## config.mk

```make
export PLATFORM = sky130hd
export DESIGN_NAME = pems_status
export DESIGN_NICKNAME = d
export VERILOG_FILES = /design/src/hdl/pems_status.v
export VERILOG_INCLUDE_DIRS = /design/src /design/src/hdl
export SDC_FILE = /design/constraint.sdc
export NUM_CORES = 1
export LEC_CHECK = 0
export ABC_AREA = 1
export BUFFER_PORTS_ARGS = -buffer_cell sky130_fd_sc_hd__buf_4
export CORE_MARGIN = 1
export CORE_UTILIZATION = 48
export CTS_CLUSTER_SIZE = 24
export DETAILED_ROUTE_END_ITERATION = 7
export PLACE_DENSITY = 0.84
export SYNTH_ARGS = -nofsm -noshare
export SYNTH_HDL_FRONTEND = slang
export SYNTH_SLANG_ARGS = --single-unit
```

## constraint.sdc

```tcl
create_clock -name mclk -period 1.4 [get_ports mclk]
set_input_delay 0.14 -clock mclk [delete_from_list [all_inputs] [get_ports mclk]]
set_output_delay 0.14 -clock mclk [all_outputs]
set_load 0.01 [all_outputs]
```

## src/hdl/pems_regs.vh

```
// Purpose: constants for the pattern-check and eye-monitor status block
// Assumes: 8-bit register index, 16-bit register data
// Notes:   offsets are register indices on the serial control port
`ifndef PEMS_REGS_VH
`define PEMS_REGS_VH
`define PEMS_IDX_ERR_CNT     8'h89
`define PEMS_IDX_CHK_STATUS  8'h8A
`define PEMS_IDX_SEG_SIZE    8'h8B
`define PEMS_IDX_SHAPE_LEFT  8'h8C
`define PEMS_IDX_SHAPE_TOP   8'h8D
`define PEMS_IDX_SHAPE_RIGHT 8'h8E
`define PEMS_IDX_SHAPE_BOT   8'h8F
`define PEMS_IDX_EYE_STATUS  8'h90
`define PEMS_ST_IDLE         2'h0
`define PEMS_ST_BUSY         2'h1
`define PEMS_ST_DONE         2'h2
`define PEMS_ST_ABORT        2'h3
`define PEMS_PHASE_MAX       8'h7F
`define PEMS_ZERO16          16'h0000
`endif

```

## src/hdl/pems_status.v

```verilog
// Purpose: status registers of the pattern checker and eye monitor
// Assumes: engine done pulses come from logic on mclk; lock/sleep are pins
// Notes:   register reads are combinational over rd_index; no writes exist
`timescale 1ns/1ns
`include "pems_regs.vh"
module pems_status (
   input  wire        mclk,
   input  wire        rst_n,
   input  wire        lock_pin,
   input  wire        sleep_pin,
   input  wire        check_start_control,
   input  wire        chk_done,
   input  wire        chk_timed,
   input  wire        chk_all_zero,
   input  wire [15:0] chk_errors,
   input  wire        eye_start_control,
   input  wire        eye_power_bit,
   input  wire        eye_shape_select,
   input  wire        eye_done,
   input  wire        eye_partial,
   input  wire [15:0] eye_seg_size,
   input  wire [63:0] eye_edges,
   input  wire [7:0]  rd_index,
   output reg  [15:0] rd_data,
   output wire        chk_run,
   output wire        eye_run
);
   // Synchronised pin levels and the fault made from them
   wire        lock_ok;
   wire        asleep;
   wire        fault;

   // Pattern checker state and its next values
   reg  [1:0]  check_op_state;
   reg  [1:0]  next_check_op_state;
   reg         check_abort_flag;
   reg         next_check_abort_flag;
   reg         check_no_transition_flag;
   reg         next_check_no_transition_flag;
   reg  [15:0] check_error_count;
   reg  [15:0] next_check_error_count;
   reg         chk_start_d;
   wire        chk_req;

   // Eye monitor state and its next values
   reg  [1:0]  eye_op_state;
   reg  [1:0]  next_eye_op_state;
   reg         scan_extent;
   reg         next_scan_extent;
   reg  [15:0] segment_byte_size;
   reg  [15:0] next_segment_byte_size;
   reg         eye_start_d;
   wire        eye_req;
   wire        shape_capture;
   reg  [15:0] shape_edge [0:3];
   integer     i;

   // Read-back words
   wire [15:0] check_status_word;
   wire [15:0] eye_status_word;

   // Lock and sleep arrive from outside the clock domain
   pems_pin_sync lock_sync (
      .mclk  (mclk),
      .rst_n (rst_n),
      .pin   (lock_pin),
      .level (lock_ok)
   );

   pems_pin_sync sleep_sync (
      .mclk  (mclk),
      .rst_n (rst_n),
      .pin   (sleep_pin),
      .level (asleep)
   );

   // Lock reads low out of reset, so a fault stands until lock settles
   assign fault   = !lock_ok || asleep;
   assign chk_req = check_start_control && !chk_start_d;
   assign eye_req = eye_start_control && !eye_start_d;
   assign chk_run = (check_op_state == `PEMS_ST_BUSY);
   assign eye_run = (eye_op_state == `PEMS_ST_BUSY);

   // Shape results are taken only on a clean shape completion
   assign shape_capture = eye_run && !fault && eye_done && eye_shape_select;

   // Pattern checker next state; flags move only at request or end
   always @* begin
      next_check_op_state           = check_op_state;
      next_check_abort_flag         = check_abort_flag;
      next_check_no_transition_flag = check_no_transition_flag;
      next_check_error_count        = check_error_count;
      case (check_op_state)
         `PEMS_ST_IDLE: begin
            if (chk_req) begin
               next_check_abort_flag         = fault;
               next_check_no_transition_flag = 1'b0;
               next_check_error_count        = `PEMS_ZERO16;
               if (fault) begin
                  next_check_op_state = `PEMS_ST_ABORT;
               end else begin
                  next_check_op_state = `PEMS_ST_BUSY;
               end
            end
         end
         `PEMS_ST_BUSY: begin
            if (fault) begin
               // No-transition flag and error count left as is: content undefined after abort
               next_check_abort_flag = 1'b1;
               next_check_op_state   = `PEMS_ST_ABORT;
            end else if (chk_done) begin
               next_check_no_transition_flag = chk_all_zero;
               next_check_error_count        = chk_errors;
               if (chk_timed) begin
                  next_check_op_state = `PEMS_ST_DONE;
               end else begin
                  next_check_op_state = `PEMS_ST_IDLE;
               end
            end else if (!check_start_control && !chk_timed) begin
               // Continuous run ends when host drops start
               next_check_no_transition_flag = chk_all_zero;
               next_check_error_count        = chk_errors;
               next_check_op_state           = `PEMS_ST_IDLE;
            end
         end
         `PEMS_ST_DONE, `PEMS_ST_ABORT: begin
            if (!check_start_control) begin
               next_check_op_state = `PEMS_ST_IDLE;
            end
         end
         default: begin
            next_check_op_state = `PEMS_ST_IDLE;
         end
      endcase
   end

   // Pattern checker registers
   always @(posedge mclk or negedge rst_n) begin
      if (!rst_n) begin
         chk_start_d              <= 1'b0;
         check_op_state           <= `PEMS_ST_IDLE;
         check_abort_flag         <= 1'b0;
         check_no_transition_flag <= 1'b0;
         check_error_count        <= `PEMS_ZERO16;
      end else begin
         chk_start_d              <= check_start_control;
         check_op_state           <= next_check_op_state;
         check_abort_flag         <= next_check_abort_flag;
         check_no_transition_flag <= next_check_no_transition_flag;
         check_error_count        <= next_check_error_count;
      end
   end

   // Eye monitor next state; power and select are host duties
   always @* begin
      next_eye_op_state      = eye_op_state;
      next_scan_extent       = scan_extent;
      next_segment_byte_size = segment_byte_size;
      case (eye_op_state)
         `PEMS_ST_IDLE: begin
            // Start without power is ignored, not aborted
            if (eye_req && eye_power_bit) begin
               if (fault) begin
                  next_eye_op_state = `PEMS_ST_ABORT;
               end else begin
                  next_eye_op_state = `PEMS_ST_BUSY;
               end
            end
         end
         `PEMS_ST_BUSY: begin
            if (fault) begin
               next_eye_op_state = `PEMS_ST_ABORT;
            end else if (eye_done) begin
               next_eye_op_state = `PEMS_ST_DONE;
               if (!eye_shape_select) begin
                  next_scan_extent = eye_partial;
                  if (eye_partial) begin
                     next_segment_byte_size = eye_seg_size;
                  end
               end
            end
         end
         `PEMS_ST_DONE, `PEMS_ST_ABORT: begin
            if (!eye_start_control) begin
               next_eye_op_state = `PEMS_ST_IDLE;
            end
         end
         default: begin
            next_eye_op_state = `PEMS_ST_IDLE;
         end
      endcase
   end

   // Eye monitor registers
   always @(posedge mclk or negedge rst_n) begin
      if (!rst_n) begin
         eye_start_d       <= 1'b0;
         eye_op_state      <= `PEMS_ST_IDLE;
         scan_extent       <= 1'b0;
         segment_byte_size <= `PEMS_ZERO16;
      end else begin
         eye_start_d       <= eye_start_control;
         eye_op_state      <= next_eye_op_state;
         scan_extent       <= next_scan_extent;
         segment_byte_size <= next_segment_byte_size;
      end
   end

   // Shape edges: left, top, right, bottom in slice order
   always @(posedge mclk or negedge rst_n) begin
      if (!rst_n) begin
         for (i = 0; i < 4; i = i + 1) begin
            shape_edge[i] <= `PEMS_ZERO16;
         end
      end else if (shape_capture) begin
         for (i = 0; i < 4; i = i + 1) begin
            shape_edge[i][15:8] <= eye_edges[i*16+8 +: 8];
            // Out-of-range phase clamps rather than wraps
            if (eye_edges[i*16 +: 8] > `PEMS_PHASE_MAX) begin
               shape_edge[i][7:0] <= `PEMS_PHASE_MAX;
            end else begin
               shape_edge[i][7:0] <= eye_edges[i*16 +: 8];
            end
         end
      end
   end

   // Status words; reserved bits read as zero
   assign check_status_word = {6'h00, check_no_transition_flag,
                               check_abort_flag, 6'h00, check_op_state};
   assign eye_status_word   = {7'h00, scan_extent, 6'h00, eye_op_state};

   // Read-only map; no write path exists
   always @* begin
      case (rd_index)
         `PEMS_IDX_ERR_CNT:     rd_data = check_error_count;
         `PEMS_IDX_CHK_STATUS:  rd_data = check_status_word;
         `PEMS_IDX_SEG_SIZE:    rd_data = segment_byte_size;
         `PEMS_IDX_SHAPE_LEFT:  rd_data = shape_edge[0];
         `PEMS_IDX_SHAPE_TOP:   rd_data = shape_edge[1];
         `PEMS_IDX_SHAPE_RIGHT: rd_data = shape_edge[2];
         `PEMS_IDX_SHAPE_BOT:   rd_data = shape_edge[3];
         `PEMS_IDX_EYE_STATUS:  rd_data = eye_status_word;
         default:               rd_data = `PEMS_ZERO16;
      endcase
   end

endmodule // pems_status

// Three flops; the level moves once the last two agree
// Costs four cycles from pin to level but filters single-cycle glitches
module pems_pin_sync (
   input  wire mclk,
   input  wire rst_n,
   input  wire pin,
   output reg  level
);
   reg [2:0] stage;

   always @(posedge mclk or negedge rst_n) begin
      if (!rst_n) begin
         stage <= 3'h0;
         level <= 1'b0;
      end else begin
         stage <= {stage[1:0], pin};
         if (stage[2] == stage[1]) begin
            level <= stage[2];
         end
      end
   end

endmodule // pems_pin_sync

```

==> results.md <==
- Status: finished with violations
- Failing checks: negative hold slack, negative setup slack
- Final Hold Viols: 10
- Residual DRC count: 0
- DRT iter0 DRCs: approximately 1.0k
- Measured slew at the worst slew-check pin: between 0.5 and 0.6 ns
- Root buf cell: clkbuf_16
- Placed inst area: 6900 µm²
- Final Core Density: about nine tenths
- Die Wd: about 110 µm
- Setup CP Type: register to register
- Top layer in use: met4
- Die Area: approximately 12000 µm²
- Total clock buffers created by CTS: 17
- Crit path largest cell delay: between 0.4 and 0.5 ns
- Met3 routed WL: approximately 3500 µm
- Htree depth: 4
- Critical Path AT: about 2 ns
- CTS tree: built
- Longest Clk Path Bufs: 2
- Fmax: between 500 and 600 MHz
- CP max FO: 8
- I/O pin count: around 140
- Row cnt: 38
- Pre-antenna DRT Iters: 6
- GR Overflow Total: 0
- Sequential element share of the synthesized area: roughly 52%
- FF+latch count, synth: between 100 and 150
- Routed length per placed instance: approximately 24 µm
- Rel. slew slack: a little under two thirds
- Number of warning messages in the yosys log: 0
- Hold WC Path Type: input pin to register
- Clk slew on worst S/H paths: about 0.070 ns
- Post-Syn Area per Cell: between 7 and 8 µm²
- Nets: between 1k and 1.5k
- Via Count: 7389
- Yosys cell types: 21
- PortBufs: around 130
- Placed insts: 1019
- Global-route wire length before repair: around 32000 µm
- Slowest cell on crit path: o21ai_0
- Layout cells sized above 1: 44.99%
- Tmin final: 1.735 ns
- WL final: between 20000 and 30000 µm
- CP Cell Sequence: inv_2 > nor2_4 > nand2_2 > nand2_4 > nand2_8 > buf_6 > o21ai_0
- Antenna violations before repair: 0
- Fin Hold WS: -0.01458 ns
- Die height: 108.7 µm
- Final period util: 123.9%
- GRT Overall Usage: a little under two fifths
- Finished Layout Cells: about 1.2k
- Number of global-route vias before repair: approximately 6.4k
- Max_cap viols: 0
- Critical Path RT: around 1.7 ns
- Design Area, Final: about 10000 µm²
- Syn Nets: 856
- CP Capture Type: register
- Gpl congestion: ~0.91
- CP startpoint kind: register
- Fillcell total: 411
- Met2 wire length: 12660 µm
- Worst vdd ir: between 1000 and 1500 µV
- Largest net degree at the start of global routing: 42
- PD cells: roughly 1600 nW/µm²
- Hpwl dp: roughly 11000 µm
- Synth Instances: 739
- Max Slew Vio Count: 0
- P_leak: just under 0.005 µW
- Final Skew: between 0.01 and 0.015 ns
- Core Region: between 10000 and 15000 µm²
- Starting Density: between 40% and 50%
- RSZ-0062 raised after global routing: true
- ANT cells: 0
- Antenna-violating nets left: 0
- Setup-failing EPs final: approximately 110
- Met1 wire length: roughly 9100 µm
- Setup ws final: -0.3345 ns
- Clock sinks: between 100 and 150
- Clock latency on the worst-skew pair: ~0.43 ns
- P&R area growth vs syn: 78.88%
- Cell Area, Synth: around 5500 µm²
- Vias per inst: roughly 6.3
-- Yosys cell counts --
library cell	n	area share [%]
nand2_4	1	0.21
nand4_1	17	1.9
buf_2	6	0.55
inv_1	43	3.0
nor3_1	1	0.091
dfrtp_1	113	52
buf_6	2	0.41
nor2_1	105	7.2
inv_2	1	0.069
clkbuf_1	24	1.6
nand3b_1	1	0.14
maj3_1	2	0.37
o21ai_0	50	4.6
nand3_1	84	7.7
buf_4	3	0.41
nand3_2	1	0.18
nor3_4	1	0.30
clkinv_1	1	0.069
a21oi_1	2	0.18
nand2_1	280	19
buf_1	1	0.069
-- critical path: cells and delay by family (launching register included) --
family / cells / cell delay [ns]
buffers and inverters: 2 / 0.24
flip-flops: 1 / 0.44
AND/OR/NAND/NOR: 4 / 0.45
AO/OA/AOI/OAI: 1 / 0.45
-- state kept, by name, summed over array words and instances, names as in the netlist --
name	flops
check_abort_flag	1
check_error_count	16
check_no_transition_flag	1
check_op_state	2
chk_start_d	1
eye_op_state	2
eye_start_d	1
lock_sync.level	1
lock_sync.stage	3
scan_extent	1
segment_byte_size	16
shape_edge	64
sleep_sync.level	1
sleep_sync.stage	3
-- kinds of logic (layout without fill, tap and decap cells) --
family | after synthesis | count (layout) | synth area share (%)
buffers and inverters | 81 | 368 | 6.178
AND/OR/NAND/NOR | 491 | 492 | 36.98
AO/OA/AOI/OAI | 52 | 52 | 4.760
adder cells (fa/ha/maj) | 2 | 2 | 0.3661
flip-flops | 113 | 113 | 51.72
-- path summary, 6_finish.rpt --
kind	start	end	slack, ns	cells past startpoint
setup / recovery	check_op_state[0]	check_error_count[3]	-0.33	7
hold / removal	eye_edges[2]	shape_edge[50]	-0.01	3
setup reg to reg	check_op_state[0]	check_error_count[3]	-0.33	7
hold reg to reg	sleep_sync.stage[0]	sleep_sync.stage[1]	0.35	0
max in group asynchronous	rst_n	shape_edge[9]	0.58	3
min in group asynchronous	rst_n	segment_byte_size[4]	0.21	2
-- metal layers --
metal,global-route usage [%],vias up
li1,-,2907
met1,42.10,3426
met2,61.26,776
met3,9.026,280
met4,25.58,0
met5,0,-
-- repair_timing --
action	CTS	global route
pin swaps	22	83
hold endpoints to repair	68	0
setup buffers	15	43
gates cloned	7	10
hold buffers	42	0
endpoints found under the setup margin	87	118
gates resized for setup	95	230
-- report_power, final --
| part | leakage, µW | switching (µW) | total (µW) | internal, µW |
|---|---|---|---|---|
| combinational | 0.00318 | 3020 | 5640 | 2630 |
| sequential | 0.00144 | 1340 | 6010 | 4670 |
| clock | 0.000290 | 1690 | 4470 | 2780 |
-- through the flow --
step	worst slack [ns]	TNS, ns	power, µW
finish	-0.3345	-15.20	16130
global route	-0.3485	-20.31	16530
CTS	-0.1105	-3.973	13230
detailed placement	-0.1427	-1.646	8195
global placement	-0.08840	-0.6638	8007
floorplan	-0.07870	-3.208	6941
-- final cells by class --
cell class / instances / area, µm² / area share, %
timing repair buffer: 292 / 2851 / 29.15
sequential: 113 / 2829 / 28.92
tap: 140 / 175.2 / 1.791
clock buffer: 21 / 480.5 / 4.912
inverter: 45 / 196.4 / 2.008
multi-input combinational: 546 / 3139 / 32.10
clock inverter: 10 / 108.9 / 1.113
-- layout by cell type (no fill, tap or decap), types with 4 or more instances in the layout --
master           n
clkbuf_16       25
nor2_1          72
inv_1           33
o21ai_1         23
nand2_1        179
buf_6           37
nand3_2         21
o21ai_2          4
nand3_4          7
nand3_1         57
o21ai_0         23
nand2_8          6
buf_4          184
nand2_4         31
inv_2            7
nand4_1         17
clkinv_2         5
nor2_2          21
clkbuf_8         4
buf_16           5
buf_8            5
dlygate4sd3_1   42
buf_12          11
dfrtp_1        112
nor2_4          12
nand2_2         66
No activity file was read; power rests on OpenSTA's default activity.
